[config.mk]
export PLATFORM = sky130hd
export DESIGN_NAME = timer_ccr_dma_burst
export DESIGN_NICKNAME = d
export VERILOG_FILES = /design/src/core/timer_ccr_pkg.sv /design/src/core/ccr_channel.sv /design/src/core/timer_ccr_dma_burst.sv
export VERILOG_INCLUDE_DIRS = /design/src /design/src/core
export SDC_FILE = /design/constraint.sdc
export NUM_CORES = 1
export LEC_CHECK = 0
export BUFFER_PORTS_ARGS = -buffer_cell sky130_fd_sc_hd__buf_2
export CAP_MARGIN = 5
export CORE_ASPECT_RATIO = 0.7
export CORE_MARGIN = 2
export CORE_UTILIZATION = 40
export DETAILED_ROUTE_END_ITERATION = 6
export MAX_ROUTING_LAYER = met4
export PLACE_DENSITY = 0.54
export SETUP_SLACK_MARGIN = 0.3
export SLEW_MARGIN = 20
export SYNTH_ARGS = -nofsm -noshare
export SYNTH_HDL_FRONTEND = slang
export SYNTH_SLANG_ARGS = --single-unit
[constraint.sdc]
create_clock -name mclk_i -period 4.9 [get_ports mclk_i]
set_input_delay 0.245 -clock mclk_i [delete_from_list [all_inputs] [get_ports mclk_i]]
set_output_delay 0.245 -clock mclk_i [all_outputs]
set_load 0.02 [all_outputs]
[src/core/timer_ccr_regs.svh]
// Register offsets, field positions, reset values and masks of the capture/compare block.
// Assumes byte addresses on an 8-bit register address and 32-bit data words.
`ifndef TIMER_CCR_REGS_SVH
`define TIMER_CCR_REGS_SVH

// ************************************************************
// Register byte offsets.
// ************************************************************
`define CTRL_ONE_OFS 8'h00
`define FWD_LAST_OFS 8'h30
`define CH1_VALUE_OFS 8'h34
`define CH2_VALUE_OFS 8'h38
`define CH3_VALUE_OFS 8'h3C
`define CH4_VALUE_OFS 8'h40
`define BURST_CTRL_OFS 8'h48
`define BURST_WINDOW_OFS 8'h4C
`define TRIG_OPTION_OFS 8'h50
`define CHAN_CFG_OFS 8'h54

// ************************************************************
// Field positions.
// ************************************************************
`define BURST_LEN_MSB 12
`define BURST_LEN_LSB 8
`define BURST_BASE_MSB 4
`define BURST_BASE_LSB 0
`define TRIG_REMAP_MSB 11
`define TRIG_REMAP_LSB 10
`define CFG_FIELD_W 4
`define CFG_DIR_LSB 0
`define CFG_PRELOAD_BIT 2
`define CFG_CAPEN_BIT 3

// ************************************************************
// Reset values and value masks.
// ************************************************************
`define VALUE_RESET 32'h0000_0000
`define BURST_FIELD_RESET 5'h00
`define TRIG_REMAP_RESET 2'h0
`define CHAN_CFG_RESET 16'h0000
`define WIDE_MASK 32'hFFFF_FFFF
`define NARROW_MASK 32'h0000_FFFF

`endif

[src/core/timer_ccr_pkg.sv]
// Types shared by the capture/compare block and its channel slice.
// Assumes the register header is compiled alongside.
package timer_ccr_pkg;

  // Channel direction select codes.
  typedef enum logic [1:0] {
    CC_DIR_OUTPUT = 2'b00,
    CC_DIR_OWN = 2'b01,
    CC_DIR_NEIGHBOUR = 2'b10,
    CC_DIR_TRIGGER = 2'b11
  } cc_dir_t;

  // Sources for internal trigger one.
  typedef enum logic [1:0] {
    REMAP_OTHER_TIMER = 2'b00,
    REMAP_PRECISION_TIME = 2'b01,
    REMAP_USB_FS_SOF = 2'b10,
    REMAP_USB_HS_SOF = 2'b11
  } trig_remap_t;

endpackage

[src/core/ccr_channel.sv]
// One capture/compare channel: preload holder, active compare value and capture.
// Assumes a synchronous single-cycle write strobe and one-cycle event pulses.
`timescale 1ns/10ps
`include "timer_ccr_regs.svh"

module ccr_channel
  import timer_ccr_pkg::*;
(
  // Clock and reset.
  input wire logic mclk_i,
  input wire logic rst_i,
  // Register side.
  input wire logic wr_i,
  input wire logic [31:0] wdata_i,
  input wire logic preload_en_i,
  input wire cc_dir_t dir_i,
  input wire logic cap_en_i,
  input wire logic [31:0] width_mask_i,
  // Timer side.
  input wire logic cap_evt_i,
  input wire logic update_i,
  input wire logic [31:0] counter_i,
  // Results.
  output logic [31:0] value_o,
  output logic match_o
);

  logic [31:0] shadow_r;
  logic [31:0] active_r;
  logic match_r;
  logic [31:0] shadow_nxt;
  logic [31:0] active_nxt;
  logic match_nxt;
  logic is_output;
  logic cap_take;
  logic [31:0] counter_m;

  // A capture beats a software write in the same cycle, so no counter sample is lost.
  assign is_output = (dir_i == CC_DIR_OUTPUT);
  assign counter_m = counter_i & width_mask_i;
  assign cap_take = !is_output && cap_en_i && cap_evt_i;
  assign shadow_nxt = cap_take ? counter_m :
                      wr_i ? (wdata_i & width_mask_i) : shadow_r;
  // In output mode, without preload the active value tracks the holder; with it, only an update copies.
  assign active_nxt = !is_output ? active_r :
                      !preload_en_i ? shadow_nxt :
                      update_i ? shadow_r : active_r;
  assign match_nxt = is_output && (counter_m == active_r);

  // State of the channel.
  always_ff @(posedge mclk_i)
  begin
    if (rst_i)
    begin
      shadow_r <= `VALUE_RESET;
      active_r <= `VALUE_RESET;
      match_r <= 1'b0;
    end
    else
    begin
      shadow_r <= shadow_nxt;
      active_r <= active_nxt;
      match_r <= match_nxt;
    end
  end

  assign value_o = shadow_r;
  assign match_o = match_r;

endmodule // ccr_channel

[src/core/timer_ccr_dma_burst.sv]
// Capture/compare value registers, burst access window and trigger remap of a timer.
// Assumes the counter, update event and capture pulses come from the timer core and
// that the timer's other registers answer a forwarded read in the same cycle.
// Also assumes the bus master never raises both strobes in one cycle.
`timescale 1ns/10ps
`include "timer_ccr_regs.svh"

module timer_ccr_dma_burst
  import timer_ccr_pkg::*;
#(
  parameter bit WIDE_TIMER = 1'b1
)
(
  // Clock and reset.
  input wire logic mclk_i,
  input wire logic rst_i,
  // Register port.
  input wire logic [7:0] addr_i,
  input wire logic [31:0] wdata_i,
  input wire logic wr_i,
  input wire logic rd_i,
  output logic [31:0] rdata_o,
  // Forwarded burst accesses to the timer's other registers.
  output logic [7:0] fwd_addr_o,
  output logic [15:0] fwd_wdata_o,
  output logic fwd_wr_o,
  output logic fwd_rd_o,
  input wire logic [15:0] fwd_rdata_i,
  // Timer core.
  input wire logic [31:0] running_counter_i,
  input wire logic update_evt_i,
  input wire logic [3:0] capture_evt_i,
  input wire logic trc_evt_i,
  output logic [3:0] compare_output_o,
  output logic [4:0] burst_index_o,
  // Trigger sources.
  input wire logic other_timer_trigger_out_i,
  input wire logic ptp_trigger_i,
  input wire logic usb_fs_sof_i,
  input wire logic usb_hs_sof_i,
  output logic internal_trigger_one_o
);

  // ************************************************************
  // Declarations.
  // ************************************************************
  logic [4:0] burst_length_r;
  logic [4:0] burst_base_offset_r;
  logic [4:0] burst_index_r;
  logic [4:0] burst_index_nxt;
  trig_remap_t trigger_one_remap_r;
  logic [15:0] chan_cfg_r;
  logic [15:0] chan_cfg_nxt;
  logic [31:0] rdata_r;
  logic [31:0] rdata_nxt;
  logic trig_r;
  logic trig_nxt;
  logic [31:0] width_mask;
  logic win_hit;
  logic win_access;
  logic [5:0] eff_index;
  logic [7:0] eff_addr;
  logic [7:0] acc_addr;
  logic [31:0] acc_wdata;
  logic acc_wr;
  logic acc_rd;
  logic acc_live;
  logic fwd_hit;
  logic dcr_wr;
  logic opt_wr;
  logic cfg_wr;
  logic [3:0] ch_wr;
  logic [3:0] ch_hit;
  logic [3:0] ch_match;
  logic [31:0] ch_value [4];
  logic [31:0] ch_rd_value;
  logic [31:0] local_rd_value;
  logic [15:0] burst_ctrl_view;

  // Narrow instances keep only the low half of every value.
  // The mask is applied on the way in, so a narrow instance never holds stray upper bits.
  assign width_mask = WIDE_TIMER ? `WIDE_MASK : `NARROW_MASK;

  // ************************************************************
  // Burst window redirection.
  // ************************************************************

  // The window has no storage; every hit except one aimed at the window itself is turned into an access elsewhere.
  // Base and index count registers, so each step moves the target on by four bytes.
  // A burst that runs past the last register simply lands on unmapped, silent space.
  assign win_hit = (addr_i == `BURST_WINDOW_OFS);
  assign win_access = win_hit && (wr_i || rd_i);
  assign eff_index = {1'b0, burst_base_offset_r} + {1'b0, burst_index_r};
  assign eff_addr = `CTRL_ONE_OFS + {eff_index, 2'b00};

  // Effective access after redirection; a window pointing at itself does nothing.
  // Such a self-pointing access still moves the index, so the burst keeps its count.
  assign acc_addr = win_hit ? eff_addr : addr_i;
  assign acc_wdata = win_hit ? {16'h0000, wdata_i[15:0]} : wdata_i;
  assign acc_live = !(win_hit && (eff_addr == `BURST_WINDOW_OFS));
  assign acc_wr = wr_i && acc_live;
  assign acc_rd = rd_i && acc_live;

  // Only burst traffic reaches the other timer registers through this block.
  assign fwd_hit = win_hit && (eff_addr <= `FWD_LAST_OFS);
  assign fwd_addr_o = eff_addr;
  assign fwd_wdata_o = wdata_i[15:0];
  assign fwd_wr_o = fwd_hit && wr_i;
  assign fwd_rd_o = fwd_hit && rd_i;

  // ************************************************************
  // Local register decode.
  // ************************************************************
  // Redirected accesses decode exactly like direct ones, so a burst may even rewrite the
  // burst control itself; that write then restarts the index as any other would.
  assign dcr_wr = acc_wr && (acc_addr == `BURST_CTRL_OFS);
  assign opt_wr = acc_wr && (acc_addr == `TRIG_OPTION_OFS);
  assign cfg_wr = acc_wr && (acc_addr == `CHAN_CFG_OFS);

  // ************************************************************
  // Burst index.
  // ************************************************************

  // The index wraps after the last transfer so the next burst restarts at the base.
  // Rewriting the burst control also restarts the burst, which avoids a stale index.
  // Length codes above the eighteen-transfer one are not refused; the index runs longer.
  assign burst_index_nxt = dcr_wr ? 5'h00 :
                           !win_access ? burst_index_r :
                           (burst_index_r == burst_length_r) ? 5'h00 :
                           burst_index_r + 5'h01;

  // ************************************************************
  // Control registers.
  // ************************************************************

  // Burst control, trigger remap and the index.
  // The remap field is changed by software only; nothing in the timer writes it.
  always_ff @(posedge mclk_i)
  begin
    if (rst_i)
    begin
      burst_length_r <= `BURST_FIELD_RESET;
      burst_base_offset_r <= `BURST_FIELD_RESET;
      burst_index_r <= `BURST_FIELD_RESET;
      trigger_one_remap_r <= trig_remap_t'(`TRIG_REMAP_RESET);
    end
    else
    begin
      if (dcr_wr)
      begin
        burst_length_r <= acc_wdata[`BURST_LEN_MSB:`BURST_LEN_LSB];
        burst_base_offset_r <= acc_wdata[`BURST_BASE_MSB:`BURST_BASE_LSB];
      end
      if (opt_wr)
      begin
        trigger_one_remap_r <= trig_remap_t'(acc_wdata[`TRIG_REMAP_MSB:`TRIG_REMAP_LSB]);
      end
      burst_index_r <= burst_index_nxt;
    end
  end

  // Channel configuration; a direction may change only while capture is disabled.
  // The guard uses the enable as it stands before the write, so one write that clears the
  // enable cannot also move the direction; software needs two writes for that.
  always_ff @(posedge mclk_i)
  begin
    if (rst_i)
    begin
      chan_cfg_r <= `CHAN_CFG_RESET;
    end
    else
    begin
      chan_cfg_r <= chan_cfg_nxt;
    end
  end

  // ************************************************************
  // Channels.
  // ************************************************************
  // Each slice owns one nibble of the configuration register. The neighbour of a channel
  // is its pair partner, so channels one and two feed each other, as do three and four.
  genvar n;
  generate
    for (n = 0; n < 4; n++)
    begin : g_ch
      localparam int NB = n ^ 1;
      localparam int B = n * `CFG_FIELD_W;
      cc_dir_t dir;
      logic cap_src;
      logic [31:0] cfg_w;

      assign cfg_w = acc_wdata;
      // Field update; the direction is held while the capture enable is set.
      assign chan_cfg_nxt[B + `CFG_DIR_LSB +: 2] =
        (cfg_wr && !chan_cfg_r[B + `CFG_CAPEN_BIT]) ?
        cfg_w[B + `CFG_DIR_LSB +: 2] : chan_cfg_r[B + `CFG_DIR_LSB +: 2];
      assign chan_cfg_nxt[B + `CFG_PRELOAD_BIT] =
        cfg_wr ? cfg_w[B + `CFG_PRELOAD_BIT] : chan_cfg_r[B + `CFG_PRELOAD_BIT];
      assign chan_cfg_nxt[B + `CFG_CAPEN_BIT] =
        cfg_wr ? cfg_w[B + `CFG_CAPEN_BIT] : chan_cfg_r[B + `CFG_CAPEN_BIT];

      // Capture source follows the direction code.
      assign dir = cc_dir_t'(chan_cfg_r[B + `CFG_DIR_LSB +: 2]);
      assign cap_src = (dir == CC_DIR_OWN) ? capture_evt_i[n] :
                       (dir == CC_DIR_NEIGHBOUR) ? capture_evt_i[NB] :
                       (dir == CC_DIR_TRIGGER) ? trc_evt_i : 1'b0;

      assign ch_hit[n] = (acc_addr == (`CH1_VALUE_OFS + 8'(4 * n)));
      assign ch_wr[n] = acc_wr && ch_hit[n];

      ccr_channel u_channel (
        .mclk_i(mclk_i),
        .rst_i(rst_i),
        .wr_i(ch_wr[n]),
        .wdata_i(acc_wdata),
        .preload_en_i(chan_cfg_r[B + `CFG_PRELOAD_BIT]),
        .dir_i(dir),
        .cap_en_i(chan_cfg_r[B + `CFG_CAPEN_BIT]),
        .width_mask_i(width_mask),
        .cap_evt_i(cap_src),
        .update_i(update_evt_i),
        .counter_i(running_counter_i),
        .value_o(ch_value[n]),
        .match_o(ch_match[n])
      );
    end
  endgenerate

  assign compare_output_o = ch_match;

  // ************************************************************
  // Internal trigger one.
  // ************************************************************

  // Registered so the trigger line does not glitch when software changes the source.
  // The four source lines are taken as already synchronous to the register clock.
  assign trig_nxt = (trigger_one_remap_r == REMAP_OTHER_TIMER) ? other_timer_trigger_out_i :
                    (trigger_one_remap_r == REMAP_PRECISION_TIME) ? ptp_trigger_i :
                    (trigger_one_remap_r == REMAP_USB_FS_SOF) ? usb_fs_sof_i :
                    usb_hs_sof_i;

  // ************************************************************
  // Read path.
  // ************************************************************

  // Reserved fields of the burst control are built as zeros.
  assign burst_ctrl_view = {3'b000, burst_length_r, 3'b000, burst_base_offset_r};

  assign ch_rd_value = ch_hit[0] ? ch_value[0] :
                       ch_hit[1] ? ch_value[1] :
                       ch_hit[2] ? ch_value[2] :
                       ch_hit[3] ? ch_value[3] : 32'h0000_0000;

  // Unmapped addresses read as zero; window reads see only the low half of the target.
  assign local_rd_value =
    (|ch_hit) ? ch_rd_value :
    (acc_addr == `BURST_CTRL_OFS) ? {16'h0000, burst_ctrl_view} :
    (acc_addr == `TRIG_OPTION_OFS) ? {20'h00000, trigger_one_remap_r, 10'h000} :
    (acc_addr == `CHAN_CFG_OFS) ? {16'h0000, chan_cfg_r} : 32'h0000_0000;

  // Window reads keep only the low half, since a burst moves sixteen bits per transfer.
  // The data is zero outside a read answer, so slaves whose data are ORed stay clean.
  assign rdata_nxt = !acc_rd ? 32'h0000_0000 :
                     fwd_hit ? {16'h0000, fwd_rdata_i} :
                     win_hit ? {16'h0000, local_rd_value[15:0]} : local_rd_value;

  // Read data and trigger flops.
  always_ff @(posedge mclk_i)
  begin
    if (rst_i)
    begin
      rdata_r <= 32'h0000_0000;
      trig_r <= 1'b0;
    end
    else
    begin
      rdata_r <= rdata_nxt;
      trig_r <= trig_nxt;
    end
  end

  // Read data, trigger and index outputs come straight from flops, so no decode glitch reaches those pins.
  assign rdata_o = rdata_r;
  assign internal_trigger_one_o = trig_r;
  assign burst_index_o = burst_index_r;

endmodule // timer_ccr_dma_burst

==> run metrics, run 1 <==
status finished with violations; violated checks design-rule violations; CP cell instances ha_1 -> inv_1 -> fa_1 -> nand2b_1 -> a21o_1 -> xor2_1 -> inv_1 -> a2111oi_4 -> and2_1 -> buf_2; maxcap violations 0; Post-synth EDFFs 0; Most used DFF post-synth dfxtp_1; Worst-Skew Late Latency 0.56 ns; Remaining Overflow, GRT 0; crit-path most repeated cell inv_1; DIE AREA 46500 sq um; Crit-path slowest cell a2111oi_4; pin count of the biggest net entering global routing 127; Setup crit end kind output pin; syn avg cell area 7.748 sq um; wire length of the first global-routing pass 123.6 mm; critical path's largest stage delay 0.67 ns; maximum vdd drop 0.2490 mV; Filler cells 4442; number of global-route vias before repair 17210; HPWL after DPL 58.61 mm; Worst Setup SP burst_index_o[0]$_SDFFE_PP0P_; kind of critical path reg2out; CTS Buffer Depth 3; RD Place Congestion 0.9923; Slew Viols, Final 0; Final nets 2415; hold crit path type in2reg; Netlist cell types 73; Initial DRC Count 2900; Vias 19020; DIE HEIGHT 181.0 um; Port Buffers 167; clock tree root driver cell clkbuf_16; worst-path maximum fanout 7; pwr dens 293.9 nW/um^2; Syn Std Cell Area 17910 sq um; relative slew slack 0.2136; YS warnings 0; placed cell count 2857; CP Data Arrival Time 4.02 ns; Detail Route Antenna Nets 0; CTS sink count 326; Core Rows 64; Final Hold Violating Endpoints 0; Tmin final 4.263 ns; register bit total from synthesis 326; CTS Buf Count 36; core region area 43960 sq um; Setup TNS 0 ns; Worst setup SP type flop; Peak Freq 0.2346 GHz; Worst-path clk slew 0.07 ns; DR vias/cell 6.486; RSZ-0062 raised after global routing no; Initial Util 0.4073; ys async rst share 0; Required @ worst endpoint 4.66 ns; layout cell share with drive strength beyond 1 0.1407; Leak Pwr 7.436 nW; Worst Tran Pin Value 1.180 ns; Area Growth Syn to Fin 12.98%; cell count after synthesis 2311; Global Route Usage Sum 0.3694; skew final 0.02422 ns; commonest cells after routing, fill and taps aside 399 x nand2_1, 324 x dfxtp_1, 299 x nor2_1; r2r startpoint burst_index_o[0]$_SDFFE_PP0P_; CTS HTree Levels 2; Hold Startpoint fwd_rdata_i[6]; total wire length 86.39 mm; PostCTS Resize Cnt 0; sequential share of the synthesized area 0.3645; Die Width 256.9 um; non-filler cells, final 2933; routed wire length per instance 29.45 um; Setup Viol. Count Final 0; Pre-antenna DRT Iters 7; CTS tree done; number of remaining DRC errors 11; initial antenna violation count 10; num ports 170; most common cell after layout, fill and taps aside nand2_1; Final period util 0.8701
## area by class of cell
cell class                 instances  area (sq um)  share of cell area
antenna                            8         20.02           0.0009895
clock buffer                      57          1121             0.05541
clock inverter                     6         87.58            0.004329
inverter                          14         52.55            0.002598
multi-input combinational       1696         10270              0.5076
sequential                       326          6529              0.3227
tap                              594         743.2             0.03674
timing repair buffer             232          1409             0.06964
## power by group
part	internal (mW)	switching, mW	leakage (nW)
clock network	1.67	1.21	0.597
registers	2.65	0.00397	2.63
logic	0.0920	0.314	4.21
## critical path: cells and delay by family, from the launching register on
kind            cells  cell delay (ns)
compound gates      2             0.87
flops               1             0.47
xor+xnor            1             0.59
fa+ha+maj           2             0.66
buf+inv             3             0.47
simple gates        2             0.39
## cell families after synthesis
kind of cell | share of synthesized area
AND/OR/NAND/NOR | 0.2409
AO/OA/AOI/OAI | 0.2292
flip-flops | 0.3645
buffers and inverters | 0.07155
XOR/XNOR | 0.06750
multiplexers | 0.02089
adder cells (fa/ha/maj) | 0.005311
other | 0.0002094
## cell usage after synthesis, types with 6 or more instances
cell | instances | area share
nand2_1 | 403 | 0.084
dfxtp_1 | 326 | 0.36
nor2_1 | 300 | 0.063
clkbuf_1 | 186 | 0.039
a311oi_1 | 170 | 0.083
xor2_1 | 123 | 0.060
a21oi_1 | 92 | 0.026
nor3_1 | 84 | 0.023
nand3_1 | 70 | 0.020
a221oi_1 | 65 | 0.032
buf_2 | 61 | 0.017
a211oi_1 | 51 | 0.021
o21ai_0 | 39 | 0.011
nor4_1 | 38 | 0.013
mux2i_1 | 34 | 0.019
o211ai_1 | 32 | 0.013
buf_4 | 25 | 0.010
and2_1 | 22 | 0.0077
a222oi_1 | 16 | 0.0089
xnor2_1 | 15 | 0.0073
inv_1 | 14 | 0.0029
nand4_1 | 14 | 0.0049
a221o_1 | 13 | 0.0073
and3_1 | 10 | 0.0035
o21a_1 | 10 | 0.0042
or3_1 | 7 | 0.0024
ha_1 | 6 | 0.0042
nor2b_1 | 6 | 0.0021
## state kept, by name (all words and copies together) (netlist names)
register                 flops
chan_cfg_r                  16
trigger_one_remap_r          2
burst_length_r               5
internal_trigger_one_o       1
burst_base_offset_r          5
burst_index_o                5
rdata_o                     32
g_ch.u_channel.match_o       4
g_ch.u_channel.active_r    128
g_ch.u_channel.value_o     128
## metal layers
layer,vias up,global-route usage,wire length [um]
li1,8280,-,-
met1,9391,0.5438,38940
met4,0,0.09047,2076
met2,1201,0.4910,34520
met5,-,-,0
met3,150,0.09806,10850
## stage by stage
stage               total power [mW]  setup WS [ns]  cell area [sq um]  hold WS [ns]    util
detailed placement             3.102         0.8532              18930        0.4704  0.4307
global route                   6.070         0.5096              20230       0.04895  0.4602
global placement               3.103         0.8677              18910        0.4756  0.4301
CTS                            5.936         0.8112              20180      0.001304  0.4591
floorplan                      2.931          1.417              17910        0.4383       -
finish                         5.945         0.6367              20230       0.03554  0.4602
## repair_timing
action	in CTS	in global routing
hold endpoints to repair	4	0
hold buffers	4	0
buffers inserted	0	0
## final timing paths
check | endpoint | cells after the start | slack (ns)
setup / recovery | fwd_rd_o | 10 | 0.64
hold / removal | rdata_o[6]$_SDFF_PP0_ | 3 | 0.04
setup reg to reg | g_ch[3].u_channel.active_r[9]$_SDFFE_PP0P_ | 12 | 0.67
hold reg to reg | rdata_o[21]$_SDFF_PP0_ | 2 | 0.48
Power figures use the tool's default switching activity.
==> run 2, diff against run 1 <==
--- a/config.mk
+++ b/config.mk
@@ -8,7 +8,7 @@
 export LEC_CHECK = 0
 export BUFFER_PORTS_ARGS = -buffer_cell sky130_fd_sc_hd__buf_2
 export CAP_MARGIN = 5
-export CORE_ASPECT_RATIO = 0.7
+export CORE_ASPECT_RATIO = 1.75
 export CORE_MARGIN = 2
 export CORE_UTILIZATION = 40
 export DETAILED_ROUTE_END_ITERATION = 6
==> run 2 against run 1 <==
Net effect:
- the flow still finishes with violations (design-rule violations)
- sequential cell count is the same
- fmax increased by 5.2%
- design area decreased by 1.7%
- die area about the same
- via count is 1.0% lower
- cell count down 1.3%
- register-to-register slack better by 0.18 ns
- sequential power barely moved
- worst hold slack worse by 0.018 ns
- clock power decreased by 10%
- critical endpoint is now g_ch[3].u_channel.active_r[9]$_SDFFE_PP0P_
- largest cell class unchanged
==> run metrics, run 2 (synthesis gave the netlist of run 1 again) <==
Peak Freq 0.2467 GHz; Detail Route Antenna Nets 0; num ports 170; Switching Share 0.2639; Core Rows 102; Tmin final 4.054 ns; Switch Pwr 1.487 mW; Crit-path slowest cell a21oi_1; Remaining Overflow, GRT 0; Setup Fix Bufs, Post-CTS 0; commonest cells after routing, fill and taps aside 399 x nand2_1, 324 x dfxtp_1, 299 x nor2_1; HPWL after DPL 56.77 mm; Setup crit end kind flop; Initial Util 0.4043; violated checks design-rule violations; Final Hold Violating Endpoints 0; PostCTS Resize Cnt 0; Initial DRC Count 2533; DP Area 18820 sq um; total power 5.634 mW; Clock power frac 0.457; Global Route Usage Sum 0.3749; Vias 18820; RSZ-0062 raised after global routing no; pin count of the biggest net entering global routing 198; Hold Startpoint fwd_rdata_i[5]; Pre-antenna DRT Iters 7; Slew Viols, Final 0; sequential share of power 0.472; pwr dens 283.2 nW/um^2; CP Data Arrival Time 4.41 ns; routed wire length per instance 29.81 um; internal power 4.147 mW; Worst-path clk slew 0.06 ns; total wire length 86.28 mm; DIE AREA 46540 sq um; reg-to-reg setup timing slack 0.85 ns; layout cell share with drive strength beyond 1 0.1347; Post-Place Worst Slack 0.9187 ns; wire length of the first global-routing pass 124.9 mm; CTS Buffer Depth 3; CP cell instances ha_1 -> inv_1 -> fa_1 -> xor2_1 -> nand4_1 -> a21oi_1 -> a41oi_4 -> buf_4 -> a221oi_1 -> nor3_1; kind of critical path reg2reg; Worst setup SP type flop; worst reg2reg endpoint g_ch[3].u_channel.active_r[9]$_SDFFE_PP0P_; Worst Tran Pin Value 1.452 ns; PnR worst setup slack 0.8464 ns; clock tree root driver cell clkbuf_16; worst-path maximum fanout 18; CTS HTree Levels 2; Port Buffers 167; DIE HEIGHT 283.9 um; R2R cell count 10; Die Width 163.9 um; Worst-Skew Late Latency 0.55 ns; core region area 44290 sq um; hold crit path type in2reg; CTS sink count 326; Required @ worst endpoint 5.26 ns; DR vias/cell 6.504; r2r startpoint burst_index_o[0]$_SDFFE_PP0P_; hold_buf cts 3; Setup Viol. Count Final 0; number of remaining DRC errors 4; number of global-route vias before repair 17880; Gate power share 0.071; initial antenna violation count 6; most common cell after layout, fill and taps aside nand2_1; Leak Pwr 7.288 nW; Setup TNS 0 ns; critical path's largest stage delay 0.65 ns; CTS Buf Count 35; skew final 0.02254 ns; hold path depth 2; Final period util 0.8273; CTS tree done; maximum vdd drop 0.2016 mV; status finished with violations; WHS Endpoint rdata_o[5]$_SDFF_PP0_; Final nets 2406; Area Growth Syn to Fin 11.10%; Final Cell Area 19890 sq um; RD Place Congestion 0.9695; maxcap violations 0; relative slew slack 0.03218
run 2: cell types whose count changed in the layout (fill, tap and decap cells not counted):
cell	delta
nand3_1	+1
buf_4	-5
clkinv_2	+3
clkbuf_8	-6
buf_16	-2
o21ai_4	-2
o21ai_2	+2
bufinv_16	-2
diode_2	-2
clkbuf_16	-2
nand3_2	-1
clkbuf_1	+1
dlygate4sd3_1	-1
inv_6	-1
run 2: how the worst max path moves through the flow:
stage | to | slack [ns] | start | depth (start not counted)
floorplan | fwd_rd_o | 1.42 | burst_index_o[0]$_SDFFE_PP0P_ | 10
global placement | g_ch[3].u_channel.active_r[11]$_SDFFE_PP0P_ | 0.94 | burst_index_o[0]$_SDFFE_PP0P_ | 12
detailed placement | g_ch[3].u_channel.active_r[9]$_SDFFE_PP0P_ | 0.92 | burst_index_o[0]$_SDFFE_PP0P_ | 12
CTS | g_ch[3].u_channel.active_r[9]$_SDFFE_PP0P_ | 0.89 | burst_index_o[0]$_SDFFE_PP0P_ | 12
global route | g_ch[3].u_channel.active_r[9]$_SDFFE_PP0P_ | 0.56 | burst_index_o[0]$_SDFFE_PP0P_ | 12
finish | g_ch[3].u_channel.active_r[9]$_SDFFE_PP0P_ | 0.85 | burst_index_o[0]$_SDFFE_PP0P_ | 10
run 2: through the flow:
stage | std cells | hold slack, ns | util
3_5_place_dp | 2829 | 0.4651 | 0.4249
6_report | 2894 | 0.01761 | 0.4492
2_1_floorplan | 2312 | 0.4383 | -
3_3_place_gp | 2829 | 0.4676 | 0.4249
5_1_grt | 2893 | 0.01538 | 0.4491
4_1_cts | 2888 | 0.01242 | 0.4487
run 2: final cells by class:
class	count	area (sq um)
flip-flops and latches	326	6529
fillers	4430	24390
inverters	14	52.55
clock buffers	50	992.2
well taps	572	715.7
repair buffers	224	1306
clock inverters	6	33.78
multi-input cells	1696	10250
diodes	6	15.01
run 2: critical path: cells and delay by family (launching register included):
family,cells,cell delay [ns]
compound gates,3,1.57
fa+ha+maj,2,0.65
xor+xnor,1,0.49
flops,1,0.47
buf+inv,2,0.45
simple gates,2,0.24
run 2: metal layers:
layer  up-vias  routed length (um)  global-route usage  part of all wire
met5         -                   0                   -                 0
met4         0                7951              0.2829             0.092
met3       346                7312             0.06095             0.085
met2      1256               39870              0.5860              0.46
met1      8972               31140              0.4254              0.36
li1       8249                   -                   -                 -
run 2: power by group through the flow:
stage,combinational (mW),sequential (mW),clock (mW)
after global placement,0.384,2.72,0
after global routing,0.409,2.66,2.67
after floorplan,0.215,2.72,0
after detailed placement,0.385,2.72,0
after CTS,0.388,2.66,2.59
final,0.401,2.66,2.58
